### src/rjp_params.svh
// Purpose: constants for the reset, ramp clock and port 0 pin control block
// Assumes: 50 MHz system clock
// Notes:   definitions only
`ifndef RJP_PARAMS_SVH
`define RJP_PARAMS_SVH

`define RJP_NUM_PINS       6
`define RJP_DIV_W          4
`define RJP_SYNC_STAGES    2
`define RJP_BIT_TCK        0
`define RJP_BIT_TDI        1
`define RJP_BIT_TMS        2
`define RJP_BIT_TDO        3
`define RJP_BIT_SSEL       4
`define RJP_BIT_SCLK       5
`define RJP_PULLUP_RST     6'h3f
`define RJP_SF_RST         6'h00
`define RJP_TAP_EN_RST     1'b1
`define RJP_DIV_SEL_RST    4'h0

`endif

### src/rjp_pkg.sv
// Purpose: types for the pin control block
// Assumes: nothing
// Notes:   reset sequencer states
package rjp_pkg;
  typedef enum logic [2:0] {
    RJP_ST_HOLD = 3'b001,
    RJP_ST_DRIVE = 3'b010,
    RJP_ST_RUN = 3'b100
  } rjp_rst_state_t;
endpackage

### src/rjp_pin_ctrl.sv
// Purpose: reset pin, ramp clock and port 0 bits 0..5 pin control
// Assumes: all inputs synchronous to clock except reset pin level
// Notes:   tap and spi state machines live outside
//          reset pad is open drain; only its enable ever moves
//          cpu release costs three edges after the pad reads high
//          config writes are ignored while the cpu is held in reset
//          pad levels reach gpio, irq, tap and spi one edge late
//          tdo is the only special function that drives its pad
//          tms reads high whenever the tap cannot see its pad
//          pads are taken as synchronous, so one stage is enough there
//          the reset pad may move at any time, so it gets two stages
`timescale 1ns/100ps
`include "rjp_params.svh"
module rjp_pin_ctrl (
  input  wire logic                     clock,
  input  wire logic                     rst_n,
  // reset pin, open drain
  input  wire logic                     rst_pin_in,
  output logic                          rst_pin_out,
  output logic                          rst_pin_oe,
  input  wire logic                     int_rst_req,
  output logic                          cpu_rst_n,
  // ramp clock
  input  wire logic [`RJP_DIV_W-1:0]    ramp_div_sel,
  output logic                          ramp_sync_clock,
  // system control register bits
  input  wire logic                     tap_en,
  input  wire logic                     cfg_wr,
  input  wire logic [`RJP_NUM_PINS-1:0] cfg_sf,
  input  wire logic [`RJP_NUM_PINS-1:0] cfg_pullup,
  output logic [`RJP_NUM_PINS-1:0]      sf_sel,
  // gpio side
  input  wire logic [`RJP_NUM_PINS-1:0] gpio_out,
  input  wire logic [`RJP_NUM_PINS-1:0] gpio_dir,
  output logic [`RJP_NUM_PINS-1:0]      gpio_in,
  output logic [`RJP_NUM_PINS-1:0]      pin_irq,
  // pads
  input  wire logic [`RJP_NUM_PINS-1:0] port0_in,
  output logic [`RJP_NUM_PINS-1:0]      port0_out,
  output logic [`RJP_NUM_PINS-1:0]      port0_oe,
  output logic [`RJP_NUM_PINS-1:0]      port0_pullup,
  // test access port
  output logic                          tap_tck,
  output logic                          tap_tdi,
  output logic                          tap_tms,
  input  wire logic                     tap_tdo,
  input  wire logic                     tap_shift_ir,
  input  wire logic                     tap_shift_dr,
  // spi slave
  output logic                          spi_ssel_n,
  output logic                          spi_sclk
);
  // reset sequencer
  rjp_pkg::rjp_rst_state_t st_r;
  rjp_pkg::rjp_rst_state_t st_nxt;
  logic [`RJP_SYNC_STAGES-1:0] rst_sync_r;

  // pin configuration and pad sampling
  logic [`RJP_NUM_PINS-1:0]    sf_r;
  logic [`RJP_NUM_PINS-1:0]    pullup_r;
  logic [`RJP_NUM_PINS-1:0]    in_r;

  // special-function routing
  logic [`RJP_NUM_PINS-1:0]    tap_pin;
  logic [`RJP_NUM_PINS-1:0]    spi_pin;
  logic [`RJP_NUM_PINS-1:0]    sf_act;
  logic [`RJP_NUM_PINS-1:0]    sf_oe;
  logic [`RJP_NUM_PINS-1:0]    sf_out;

  // two-stage sync of the reset pin; stage 0 feeds only stage 1
  // nothing else may read stage 0, it can still be settling
  // from a metastable sample of an asynchronous pad edge
  always_ff @(posedge clock or negedge rst_n) begin
    if (!rst_n)
      rst_sync_r <= '0;
    else
      rst_sync_r <= {rst_sync_r[0], rst_pin_in};
  end

  wire pin_high = rst_sync_r[`RJP_SYNC_STAGES-1];

  // hold until pin high; drive pin low while an internal source is active,
  // then wait for the pin to come back high before releasing
  // waiting for the pad after an internal reset costs a few cycles
  // but guarantees that external parts saw the pulse end too
  // an internal source always wins over the pad level
  always_comb begin
    st_nxt = st_r;
    case (st_r)
      rjp_pkg::RJP_ST_HOLD: begin
        if (int_rst_req)
          st_nxt = rjp_pkg::RJP_ST_DRIVE;
        else if (pin_high)
          st_nxt = rjp_pkg::RJP_ST_RUN;
      end
      rjp_pkg::RJP_ST_DRIVE: begin
        if (!int_rst_req)
          st_nxt = rjp_pkg::RJP_ST_HOLD;
      end
      rjp_pkg::RJP_ST_RUN: begin
        if (int_rst_req)
          st_nxt = rjp_pkg::RJP_ST_DRIVE;
        else if (!pin_high)
          st_nxt = rjp_pkg::RJP_ST_HOLD;
      end
      default: st_nxt = rjp_pkg::RJP_ST_HOLD;
    endcase
  end

  always_ff @(posedge clock or negedge rst_n) begin
    if (!rst_n)
      st_r <= rjp_pkg::RJP_ST_HOLD;
    else
      st_r <= st_nxt;
  end

  wire st_is_run   = (st_r == rjp_pkg::RJP_ST_RUN);
  wire st_is_drive = (st_r == rjp_pkg::RJP_ST_DRIVE);

  assign cpu_rst_n   = st_is_run;
  // data stays low; the enable alone pulls the pad
  assign rst_pin_out = 1'b0;
  assign rst_pin_oe  = st_is_drive;

  // ramp sync clock; a ratio change acts on the half period in progress,
  // which never ends sooner than the new ratio's half period
  rjp_ramp_div u_div (
    .clock           (clock),
    .rst_n           (rst_n),
    .div_sel         (ramp_div_sel),
    .ramp_sync_clock (ramp_sync_clock)
  );

  // pin config; internal reset also restores defaults
  wire cfg_revert = ~st_is_run;
  wire cfg_load   = cfg_wr & st_is_run;

  always_ff @(posedge clock or negedge rst_n) begin
    if (!rst_n)
      sf_r <= `RJP_SF_RST;
    else if (cfg_revert)
      sf_r <= `RJP_SF_RST;
    else if (cfg_load)
      sf_r <= cfg_sf;
  end

  always_ff @(posedge clock or negedge rst_n) begin
    if (!rst_n)
      pullup_r <= `RJP_PULLUP_RST;
    else if (cfg_revert)
      pullup_r <= `RJP_PULLUP_RST;
    else if (cfg_load)
      pullup_r <= cfg_pullup;
  end

  // one stage: pads are taken as synchronous to the clock
  always_ff @(posedge clock or negedge rst_n) begin
    if (!rst_n)
      in_r <= '0;
    else
      in_r <= port0_in;
  end

  // tap pins freed together when the tap is disabled
  assign tap_pin = {2'b00, {4{tap_en}}};
  // spi claims bits 4 and 5 whatever the tap bit says
  assign spi_pin = {2'b11, 4'h0};
  assign sf_act  = sf_r & (tap_pin | spi_pin);

  // tdo is the only special function that drives its pad
  wire tdo_drive = tap_shift_ir | tap_shift_dr;
  assign sf_oe   = {2'b00, tdo_drive, 3'b000};
  assign sf_out  = {2'b00, tap_tdo, 3'b000};

  genvar i;
  generate
    for (i = 0; i < `RJP_NUM_PINS; i = i + 1) begin : g_pin
      // special function disconnects the gpio path entirely
      wire sf_on  = sf_act[i];
      wire sf_drv = sf_on & sf_oe[i];
      wire gp_lvl = sf_on ? 1'b0 : in_r[i];
      assign port0_oe[i]     = sf_on ? sf_oe[i] : gpio_dir[i];
      assign port0_out[i]    = sf_on ? sf_out[i] : gpio_out[i];
      // pull-up off only while tdo actively drives the pad
      assign port0_pullup[i] = pullup_r[i] & ~sf_drv;
      assign gpio_in[i]      = gp_lvl;
      assign pin_irq[i]      = gp_lvl;
    end
  endgenerate

  // per-function select and registered pad level
  wire sel_tck  = sf_act[`RJP_BIT_TCK];
  wire sel_tdi  = sf_act[`RJP_BIT_TDI];
  wire sel_tms  = sf_act[`RJP_BIT_TMS];
  wire sel_ssel = sf_act[`RJP_BIT_SSEL];
  wire sel_sclk = sf_act[`RJP_BIT_SCLK];
  wire lvl_tck  = in_r[`RJP_BIT_TCK];
  wire lvl_tdi  = in_r[`RJP_BIT_TDI];
  wire lvl_tms  = in_r[`RJP_BIT_TMS];
  wire lvl_ssel = in_r[`RJP_BIT_SSEL];
  wire lvl_sclk = in_r[`RJP_BIT_SCLK];

  assign sf_sel     = sf_act;
  assign tap_tck    = sel_tck & lvl_tck;
  assign tap_tdi    = sel_tdi & lvl_tdi;
  // mode forced high keeps the tap idle when off or not selected
  assign tap_tms    = sel_tms ? lvl_tms : 1'b1;
  // deselected slave select idles inactive
  assign spi_ssel_n = sel_ssel ? lvl_ssel : 1'b1;
  assign spi_sclk   = sel_sclk & lvl_sclk;
endmodule

### src/rjp_ramp_div.sv
// Purpose: ramp sync clock divider
// Assumes: divide ratio = 2*(sel+1)
// Notes:   output from a flip-flop, glitch free
`timescale 1ns/100ps
`include "rjp_params.svh"
module rjp_ramp_div (
  input  wire logic                  clock,
  input  wire logic                  rst_n,
  input  wire logic [`RJP_DIV_W-1:0] div_sel,
  output logic                       ramp_sync_clock
);
  logic [`RJP_DIV_W-1:0] cnt_r;
  logic                  clk_r;
  wire                   wrap = (cnt_r >= div_sel);

  // half period of sel+1 cycles; ratio change also acts on the half period in progress
  always_ff @(posedge clock or negedge rst_n) begin
    if (!rst_n) begin
      cnt_r <= '0;
      clk_r <= 1'b0;
    end else if (wrap) begin
      cnt_r <= '0;
      clk_r <= ~clk_r;
    end else begin
      cnt_r <= cnt_r + 1'b1;
    end
  end

  assign ramp_sync_clock = clk_r;
endmodule

### config.mk
export PLATFORM = sky130hd
export DESIGN_NAME = rjp_pin_ctrl
export DESIGN_NICKNAME = d
export VERILOG_FILES = /design/src/rjp_pkg.sv /design/src/rjp_pin_ctrl.sv /design/src/rjp_ramp_div.sv
export VERILOG_INCLUDE_DIRS = /design/src
export SDC_FILE = /design/constraint.sdc
export NUM_CORES = 1
export LEC_CHECK = 0
export ABC_AREA = 1
export BUFFER_PORTS_ARGS = -buffer_cell sky130_fd_sc_hd__buf_2
export CAP_MARGIN = 20
export CORE_ASPECT_RATIO = 1.2
export CORE_MARGIN = 5
export CORE_UTILIZATION = 44
export CTS_CLUSTER_SIZE = 25
export DETAILED_ROUTE_END_ITERATION = 7
export PLACE_DENSITY = 0.83
export SYNTH_ARGS = -nofsm -noshare
export SYNTH_HDL_FRONTEND = slang
export SYNTH_SLANG_ARGS = --single-unit
### constraint.sdc
create_clock -name clock -period 1.8 [get_ports clock]
set_clock_uncertainty 0.15 [all_clocks]
set_input_delay 0.36 -clock clock [delete_from_list [all_inputs] [get_ports clock]]
set_output_delay 0.36 -clock clock [all_outputs]
set_load 0.01 [all_outputs]
==> flow_results.xml, run 1 <==
<?xml version="1.0" encoding="UTF-8"?>
<metrics>
  <group name="critical_path">
    <metric name="critical_path_class" unit="">flip-flop to output pin</metric>
    <metric name="timing.reg2reg.setup_slack" unit="ns">0.28</metric>
    <metric name="endpoint_kind" unit="">output pin</metric>
    <metric name="critPathArrivalTime" unit="ns">1.19</metric>
    <metric name="crit_path_start_kind" unit="">flip-flop</metric>
    <metric name="crit_reg_reg_startpoint" unit="">st_r[1]</metric>
    <metric name="critical_path_buf_inv_count" unit="">2</metric>
    <metric name="r2r_cells" unit="">5</metric>
    <metric name="sequence_of_cells_on_the_critical_path" unit="">nor2_2 &gt; nand2_4 &gt; inv_1 &gt; buf_2</metric>
    <metric name="slowest_delay" unit="ns">0.58</metric>
    <metric name="crit_required" unit="ns">1.29</metric>
    <metric name="largest_fanout_of_any_net_on_the_critical_path" unit="">5</metric>
    <metric name="rr_endpoint" unit="">pullup_r[1]</metric>
    <metric name="critical_path.slowest_cell" unit="">sky130_fd_sc_hd__dfstp_2</metric>
    <metric name="critical-path-top-delay-family" unit="">flip-flops</metric>
  </group>
  <group name="layout">
    <metric name="area_delta_synth_final" unit="%">28.2</metric>
    <metric name="antenna_cells_inserted" unit="">0</metric>
    <metric name="final_layout_size_suffix_gt1_frac" unit="">0.438</metric>
    <metric name="finalNetCount" unit="">316</metric>
    <metric name="footprint_of_the_multi_input_gates" unit="um2">534</metric>
    <metric name="post-route-cell-area" unit="um2">2010</metric>
    <metric name="filler_cell_count" unit="">333</metric>
    <metric name="seq_area" unit="um2">709</metric>
    <metric name="instances_no_fill" unit="">304</metric>
  </group>
  <group name="grt">
    <metric name="pin_count_of_the_biggest_net_entering_global_routing" unit="">29</metric>
    <metric name="total_overflow_reported_by_the_global_router" unit="">0</metric>
    <metric name="global_route_usage_over_all_layers" unit="">0.143</metric>
    <metric name="grt_pass1_wl" unit="um">5440</metric>
    <metric name="antenna_found_initial" unit="">0</metric>
    <metric name="via_count_of_the_first_global_routing_pass" unit="">1295</metric>
  </group>
  <group name="yosys">
    <metric name="synthesis.instances" unit="">193</metric>
    <metric name="synth_cell_type_count" unit="">22</metric>
    <metric name="synth.top_cells.by_count" unit="">sky130_fd_sc_hd__inv_1, sky130_fd_sc_hd__nand2_1, sky130_fd_sc_hd__nor2_1</metric>
    <metric name="synth_top_area_share" unit="">0.335</metric>
    <metric name="synth-seq-area-share" unit="">0.453</metric>
    <metric name="synth.largest_area_cell" unit="">sky130_fd_sc_hd__dfrtp_1</metric>
    <metric name="synth-main-ff-cell" unit="">sky130_fd_sc_hd__dfrtp_1</metric>
    <metric name="synth_fp_nets" unit="">241</metric>
    <metric name="synthArstFlopShare" unit="">1.00</metric>
    <metric name="synthMostInstantiatedCell" unit="">sky130_fd_sc_hd__inv_1</metric>
    <metric name="synthesis.area" unit="um2">1570</metric>
    <metric name="synthesis.area_per_instance" unit="um2">8.12</metric>
    <metric name="yosys_warnings" unit="">0</metric>
    <metric name="number_of_flops_mapped_to_enable_cells_by_yosys" unit="">0</metric>
    <metric name="post_synthesis_sequential_element_count" unit="">28</metric>
    <metric name="ys_top_cells_by_area" unit="">sky130_fd_sc_hd__dfrtp_1, sky130_fd_sc_hd__dfstp_2, sky130_fd_sc_hd__inv_1</metric>
  </group>
  <group name="detailed_routing">
    <metric name="drt_iter0_drc" unit="">18</metric>
    <metric name="post_drt_wl_per_cell" unit="um">11.5</metric>
    <metric name="viasPerCell" unit="">4.63</metric>
    <metric name="drt_first_pass_iters" unit="">4</metric>
    <metric name="drc_errors" unit="">0</metric>
    <metric name="vias" unit="">1407</metric>
    <metric name="final_antenna_net_count" unit="">0</metric>
    <metric name="route.final.wire_length" unit="um">3490</metric>
  </group>
  <group name="worst_hold_path">
    <metric name="hp-class" unit="">input port to flip-flop</metric>
    <metric name="hold_sp" unit="">port0_in[1]</metric>
    <metric name="min_delay_path_depth" unit="">1</metric>
    <metric name="hold_path_end" unit="">in_r[1]</metric>
  </group>
  <group name="timing">
    <metric name="setup_viol" unit="">0</metric>
    <metric name="min_period" unit="ns">1.70</metric>
    <metric name="max_freq" unit="GHz">0.590</metric>
    <metric name="finalHoldViolCount" unit="">0</metric>
    <metric name="worst-slew-pin-transition" unit="ns">0.622</metric>
    <metric name="min_period_over_period" unit="">0.942</metric>
    <metric name="slew_viol_final" unit="">0</metric>
    <metric name="worst_slew_margin_rel" unit="">0.585</metric>
  </group>
  <group name="placement">
    <metric name="place.detailed.instances" unit="">295</metric>
    <metric name="place.detailed.hpwl" unit="um">2820</metric>
    <metric name="number_of_input_and_output_port_buffers_inserted" unit="">86</metric>
    <metric name="place_area" unit="um2">1890</metric>
    <metric name="finalWeightedCongestion" unit="">0.817</metric>
  </group>
  <group name="outcome">
    <metric name="outcome" unit="">complete, no violations</metric>
  </group>
  <group name="die">
    <metric name="floorplan.rows" unit="">23</metric>
    <metric name="initial_utilization" unit="">0.461</metric>
    <metric name="die_area" unit="um2">4860</metric>
    <metric name="floorplan.core_area" unit="um2">3400</metric>
    <metric name="chipHeight" unit="um">75.4</metric>
    <metric name="die_w" unit="um">64.5</metric>
    <metric name="ioPinCount" unit="">88</metric>
  </group>
  <group name="pwr">
    <metric name="power_per_cell_area" unit="nW/um2">978</metric>
    <metric name="total_leakage_power" unit="nW">1.25</metric>
    <metric name="report.power.total" unit="mW">1.96</metric>
    <metric name="max-vdd-ir-drop" unit="mV">0.643</metric>
  </group>
  <group name="cts">
    <metric name="cts_root_buf" unit="">sky130_fd_sc_hd__clkbuf_8</metric>
    <metric name="cts_max_level" unit="">1</metric>
    <metric name="clock_tree_from_tritoncts" unit="">done</metric>
    <metric name="clkLatencyLatePin" unit="ns">0.27</metric>
    <metric name="clock_path_buffers" unit="">2</metric>
    <metric name="cts_num_sinks" unit="">28</metric>
    <metric name="tritoncts.num_buffers" unit="">3</metric>
    <metric name="clkSlewWorstSetupHoldPaths" unit="ns">0.09</metric>
  </group>
  <group name="job">
    <metric name="maximum_capacitance_violations" unit="">0</metric>
  </group>
</metrics>
[cells by family (layout without fill, tap and decap cells)]
family	count (synthesis)	after routing	synth area share
other	1	1	0.00239
xor gates and xnor gates	2	2	0.0112
adders and majority gates	5	5	0.0399
buffers and inverters	67	141	0.213
DFF	28	28	0.453
AOI/OAI and AO/OA	22	22	0.0958
and+or+nand+nor	68	68	0.185
[per-stage QoR]
step	utilization	hold slack, ns	setup slack [ns]	TNS (ns)
global placement	0.555	0.185	0.282	0
global route	0.591	0.0153	-0.00834	-0.00834
finish	0.591	0.0395	0.104	0
CTS	0.581	0.0289	0.0409	0
floorplan	-	-0.0856	0.430	0
detailed placement	0.555	0.194	0.233	0
[power breakdown]
group	total, mW	internal, mW	switching (mW)
Combinational	0.629	0.273	0.356
Clock	0.485	0.297	0.187
Sequential	0.849	0.759	0.0899
Total	1.96	1.33	0.634
[worst register-to-register path, delay by kind of cell, from the launching register on]
family / cells / cell delay (ns)
compound gates: 1 / 0.18
buf+inv: 1 / 0.14
flops: 1 / 0.40
simple gates: 3 / 0.57
[sequential cells by signal, indices dropped and copies added (netlist names)]
register / count
u_div.ramp_sync_clock: 1
rst_sync_r: 2
in_r: 6
st_r: 3
pullup_r: 6
sf_r: 6
u_div.cnt_r: 4
[repair_timing]
| item | in CTS | in global routing |
|---|---|---|
| gates resized for setup | 1 | 3 |
| setup buffers | 0 | 4 |
| hold endpoints to repair | 21 | 0 |
| endpoints found under the setup margin | 1 | 3 |
| hold buffers | 1 | 0 |
[worst max-delay path by stage]
stage / cells after the start / start / slack (ns) / endpoint
after floorplan: 5 / sf_r[3] / 0.43 / port0_pullup[3]
after global placement: 7 / tap_en / 0.28 / port0_pullup[3]
after detailed placement: 7 / ramp_div_sel[3] / 0.23 / u_div.ramp_sync_clock
after CTS: 6 / sf_r[3] / 0.04 / port0_pullup[3]
after global routing: 6 / sf_r[3] / -0.008 / port0_pullup[3]
final: 4 / st_r[0] / 0.10 / cpu_rst_n
[cell type report]
type                       count  share of cell area
clock inverter                 1              0.0150
tap                           37              0.0231
clock buffer                   3              0.0206
multi-input combinational     98               0.266
sequential                    28               0.353
timing repair buffer          92               0.238
inverter                      45              0.0841
[per-layer routing]
| layer | wire length (um) | track usage | vias to the layer above |
|---|---|---|---|
| met4 | 19 | 0.0540 | 0 |
| met1 | 1330 | 0.150 | 649 |
| met3 | 267 | 0.0324 | 2 |
| met5 | 0 | 0 | - |
| li1 | - | - | 704 |
| met2 | 1870 | 0.280 | 52 |
[layout by cell type (no fill, tap or decap)]
| master | Yosys | layout |
|---|---|---|
| sky130_fd_sc_hd__dfrtp_1 | 21 | 21 |
| sky130_fd_sc_hd__o21bai_1 | 1 | 1 |
| sky130_fd_sc_hd__conb_1 | 1 | 1 |
| sky130_fd_sc_hd__nand2_2 | 1 | 1 |
| sky130_fd_sc_hd__or2_4 | 1 | 1 |
| sky130_fd_sc_hd__nand2_4 | 0 | 1 |
| sky130_fd_sc_hd__o21ai_2 | 10 | 11 |
| sky130_fd_sc_hd__a21oi_1 | 8 | 8 |
| sky130_fd_sc_hd__inv_1 | 45 | 45 |
| sky130_fd_sc_hd__nor3b_1 | 1 | 1 |
| sky130_fd_sc_hd__buf_2 | 0 | 86 |
| sky130_fd_sc_hd__xor2_1 | 1 | 1 |
| sky130_fd_sc_hd__nor2_2 | 1 | 1 |
| sky130_fd_sc_hd__ha_1 | 5 | 5 |
| sky130_fd_sc_hd__o21ai_0 | 3 | 2 |
| sky130_fd_sc_hd__nand4_1 | 2 | 2 |
| sky130_fd_sc_hd__nand3_1 | 12 | 12 |
| sky130_fd_sc_hd__dfstp_2 | 7 | 7 |
| sky130_fd_sc_hd__xnor2_1 | 1 | 1 |
| sky130_fd_sc_hd__buf_4 | 20 | 5 |
| sky130_fd_sc_hd__nor2_1 | 24 | 24 |
| sky130_fd_sc_hd__nand2_1 | 26 | 25 |
| sky130_fd_sc_hd__dlygate4sd3_1 | 0 | 1 |
| sky130_fd_sc_hd__clkbuf_8 | 0 | 3 |
| sky130_fd_sc_hd__bufinv_16 | 0 | 1 |
Note: power is estimated with default switching activity, not from simulation.
==> run 2, diff against run 1 <==
--- a/config.mk
+++ b/config.mk
@@ -6,15 +6,17 @@
 export SDC_FILE = /design/constraint.sdc
 export NUM_CORES = 1
 export LEC_CHECK = 0
-export ABC_AREA = 1
 export BUFFER_PORTS_ARGS = -buffer_cell sky130_fd_sc_hd__buf_2
 export CAP_MARGIN = 20
+export CELL_PAD_IN_SITES_DETAIL_PLACEMENT = 0
+export CELL_PAD_IN_SITES_GLOBAL_PLACEMENT = 1
 export CORE_ASPECT_RATIO = 1.2
 export CORE_MARGIN = 5
-export CORE_UTILIZATION = 44
+export CORE_UTILIZATION = 31
+export CTS_CLUSTER_DIAMETER = 50
 export CTS_CLUSTER_SIZE = 25
 export DETAILED_ROUTE_END_ITERATION = 7
-export PLACE_DENSITY = 0.83
+export PLACE_DENSITY = 0.82
 export SYNTH_ARGS = -nofsm -noshare
 export SYNTH_HDL_FRONTEND = slang
 export SYNTH_SLANG_ARGS = --single-unit
==> run 2 against run 1 <==
Effect of this change: routed wire length fell by 5.2%; worst setup slack worse by 0.043 ns; synthesized cell count is 26% lower; combinational power decreased by 1%; final cell count down 8.6%; non-clock buffer count grew 3; via count decreased by 16%; critical endpoint is now port0_out[3].
==> flow_results.xml, run 2 <==
<?xml version="1.0" encoding="UTF-8"?>
<metrics>
  <group name="pwr">
    <metric name="max-vdd-ir-drop" unit="mV">0.336</metric>
    <metric name="total_leakage_power" unit="nW">1.07</metric>
    <metric name="report.power.total" unit="mW">1.83</metric>
    <metric name="power_per_cell_area" unit="nW/um2">928</metric>
  </group>
  <group name="die">
    <metric name="floorplan.core_area" unit="um2">4630</metric>
    <metric name="chipHeight" unit="um">85.8</metric>
    <metric name="initial_utilization" unit="">0.321</metric>
    <metric name="die_area" unit="um2">6280</metric>
    <metric name="floorplan.rows" unit="">27</metric>
    <metric name="die_w" unit="um">73.2</metric>
    <metric name="ioPinCount" unit="">88</metric>
  </group>
  <group name="detailed_routing">
    <metric name="final_antenna_net_count" unit="">0</metric>
    <metric name="post_drt_wl_per_cell" unit="um">11.9</metric>
    <metric name="viasPerCell" unit="">4.24</metric>
    <metric name="route.final.wire_length" unit="um">3300</metric>
    <metric name="drt_first_pass_iters" unit="">4</metric>
    <metric name="vias" unit="">1180</metric>
    <metric name="drc_errors" unit="">0</metric>
    <metric name="drt_iter0_drc" unit="">55</metric>
  </group>
  <group name="placement">
    <metric name="place_area" unit="um2">1840</metric>
    <metric name="number_of_input_and_output_port_buffers_inserted" unit="">86</metric>
    <metric name="place.detailed.hpwl" unit="um">2670</metric>
    <metric name="finalWeightedCongestion" unit="">0.701</metric>
  </group>
  <group name="timing">
    <metric name="worst_slew_margin_rel" unit="">0.580</metric>
    <metric name="finalHoldWorstSlack" unit="ns">0.0363</metric>
    <metric name="min_period" unit="ns">1.74</metric>
    <metric name="min_period_over_period" unit="">0.966</metric>
    <metric name="max_freq" unit="GHz">0.575</metric>
    <metric name="final.setup.tns" unit="ns">0</metric>
    <metric name="setup_viol" unit="">0</metric>
    <metric name="finalHoldViolCount" unit="">0</metric>
    <metric name="worst-slew-pin-transition" unit="ns">0.630</metric>
    <metric name="slew_viol_final" unit="">0</metric>
  </group>
  <group name="worst_hold_path">
    <metric name="min_delay_path_depth" unit="">1</metric>
    <metric name="hp-class" unit="">input port to flip-flop</metric>
  </group>
  <group name="job">
    <metric name="maximum_capacitance_violations" unit="">0</metric>
  </group>
  <group name="cts">
    <metric name="cts_num_sinks" unit="">28</metric>
    <metric name="clkSlewWorstSetupHoldPaths" unit="ns">0.09</metric>
    <metric name="cts_root_buf" unit="">sky130_fd_sc_hd__clkbuf_8</metric>
    <metric name="clock_path_buffers" unit="">2</metric>
    <metric name="clkLatencyLatePin" unit="ns">0.27</metric>
    <metric name="clock_tree_from_tritoncts" unit="">done</metric>
    <metric name="tritoncts.num_buffers" unit="">3</metric>
    <metric name="cts_max_level" unit="">1</metric>
  </group>
  <group name="yosys">
    <metric name="synthesis.area_per_instance" unit="um2">10.5</metric>
    <metric name="synth.top_cells.by_count" unit="">sky130_fd_sc_hd__buf_4, sky130_fd_sc_hd__dfrtp_1, sky130_fd_sc_hd__nand2_1</metric>
    <metric name="post_synthesis_sequential_element_count" unit="">28</metric>
    <metric name="ys_top_cells_by_area" unit="">sky130_fd_sc_hd__dfrtp_1, sky130_fd_sc_hd__dfstp_2, sky130_fd_sc_hd__buf_4</metric>
    <metric name="synth-main-ff-cell" unit="">sky130_fd_sc_hd__dfrtp_1</metric>
    <metric name="synthArstFlopShare" unit="">1.00</metric>
    <metric name="synth.largest_area_cell" unit="">sky130_fd_sc_hd__dfrtp_1</metric>
    <metric name="synthesis.area" unit="um2">1490</metric>
    <metric name="number_of_flops_mapped_to_enable_cells_by_yosys" unit="">0</metric>
    <metric name="synth_top_area_share" unit="">0.354</metric>
    <metric name="synth-seq-area-share" unit="">0.478</metric>
    <metric name="synth_cell_type_count" unit="">27</metric>
    <metric name="synthesis.instances" unit="">142</metric>
    <metric name="yosys_warnings" unit="">0</metric>
    <metric name="synth_fp_nets" unit="">190</metric>
  </group>
  <group name="layout">
    <metric name="most_frequent_cells_in_the_layout" unit="">sky130_fd_sc_hd__buf_2, sky130_fd_sc_hd__dfrtp_1, sky130_fd_sc_hd__nand2_1</metric>
    <metric name="post-route-util" unit="">0.425</metric>
    <metric name="final_common_cell" unit="">sky130_fd_sc_hd__buf_2</metric>
    <metric name="finalNetCount" unit="">269</metric>
    <metric name="antenna_cells_inserted" unit="">0</metric>
    <metric name="final_layout_size_suffix_gt1_frac" unit="">0.509</metric>
    <metric name="area_delta_synth_final" unit="%">32.4</metric>
    <metric name="post-route-cell-area" unit="um2">1970</metric>
    <metric name="filler_cell_count" unit="">476</metric>
    <metric name="largest_registers" unit="">in_r (6), pullup_r (6), sf_r (6)</metric>
  </group>
  <group name="critical_path">
    <metric name="critical_path_class" unit="">flip-flop to output pin</metric>
    <metric name="crit_path_start_kind" unit="">flip-flop</metric>
    <metric name="sequence_of_cells_on_the_critical_path" unit="">nand2_2 &gt; mux2_2 &gt; buf_2</metric>
    <metric name="r2r_cells" unit="">6</metric>
    <metric name="crit_required" unit="ns">1.29</metric>
    <metric name="critical_path.slowest_cell" unit="">sky130_fd_sc_hd__dfrtp_1</metric>
    <metric name="slowest_delay" unit="ns">0.40</metric>
    <metric name="endpoint_kind" unit="">output pin</metric>
    <metric name="largest_fanout_of_any_net_on_the_critical_path" unit="">4</metric>
    <metric name="critPathArrivalTime" unit="ns">1.23</metric>
  </group>
  <group name="grt">
    <metric name="global_route_usage_over_all_layers" unit="">0.103</metric>
    <metric name="antenna_found_initial" unit="">0</metric>
    <metric name="via_count_of_the_first_global_routing_pass" unit="">1167</metric>
    <metric name="total_overflow_reported_by_the_global_router" unit="">0</metric>
    <metric name="grt_pass1_wl" unit="um">5150</metric>
    <metric name="pin_count_of_the_biggest_net_entering_global_routing" unit="">29</metric>
  </group>
  <group name="outcome">
    <metric name="outcome" unit="">complete, no violations</metric>
  </group>
</metrics>
[run 2: changes by cell type in the layout (fill, tap and decap cells not counted), sizes merged, moves of 3 or more]
cell	change
mux2i	+12
nor2b	+7
a21oi	-7
buf	+3
nand3	-11
nor2	-13
and2	+12
o21ai	-11
nand2	-13
inv	-35
[run 2: kinds of logic after synthesis]
kind of cell,after synthesis,share of synthesized area
adders and majority gates,5,0.0421
xor gates and xnor gates,5,0.0295
DFF,28,0.478
and+or+nand+nor,53,0.186
buffers and inverters,31,0.131
muxes,13,0.0885
other,1,0.00252
AOI/OAI and AO/OA,6,0.0421
[run 2: final timing paths]
kind | from | endpoint | slack, ns
min in group asynchronous | rst_n | u_div.ramp_sync_clock | 0.48
hold / removal | rst_pin_in | rst_sync_r[0] | 0.04
setup / recovery | sf_r[3] | port0_out[3] | 0.06
hold reg to reg | rst_sync_r[0] | rst_sync_r[1] | 0.21
max in group asynchronous | rst_n | in_r[4] | 0.61
setup reg to reg | u_div.cnt_r[0] | u_div.ramp_sync_clock | 0.08
[run 2: worst max-delay path, delay by kind of cell, from the launching register on]
family | cells | cell delay, ns
flops | 1 | 0.40
simple gates | 1 | 0.10
buf+inv | 1 | 0.14
mux | 1 | 0.33
[run 2: metal layers]
layer	up-vias	wire length, um	track usage
met2	51	1710	0.183
li1	588	-	-
met5	-	0	0
met4	0	45	0.0386
met1	535	1210	0.119
met3	6	334	0.0211
[run 2: area by class of cell]
class / count / area (um2) / area share
inverters: 10 / 40.0 / 0.0204
clock buffers: 4 / 55.1 / 0.0280
repair buffers: 95 / 507 / 0.258
well taps: 58 / 72.6 / 0.0369
multi-input cells: 83 / 583 / 0.296
flip-flops and latches: 28 / 709 / 0.361
[run 2: where the power goes]
group	leakage, nW	total (mW)	internal [mW]	switching (mW)
registers	0.339	0.814	0.737	0.0777
clock network	0.0288	0.390	0.196	0.194
logic	0.707	0.621	0.333	0.288
total	1.07	1.83	1.27	0.560
[run 2: timing repair]
action | in CTS | in global routing
setup endpoints to repair | 1 | 4
hold buffers | 1 | 0
hold endpoints to repair | 21 | 0
resized for setup | 0 | 3
buffers inserted | 1 | 6
[run 2: per-stage QoR]
step	worst slack [ns]	instances
2_1_floorplan	0.147	142
5_1_grt	-0.00633	278
3_5_place_dp	-0.0266	266
3_3_place_gp	0.0405	266
6_report	0.0615	278
4_1_cts	0.0123	272
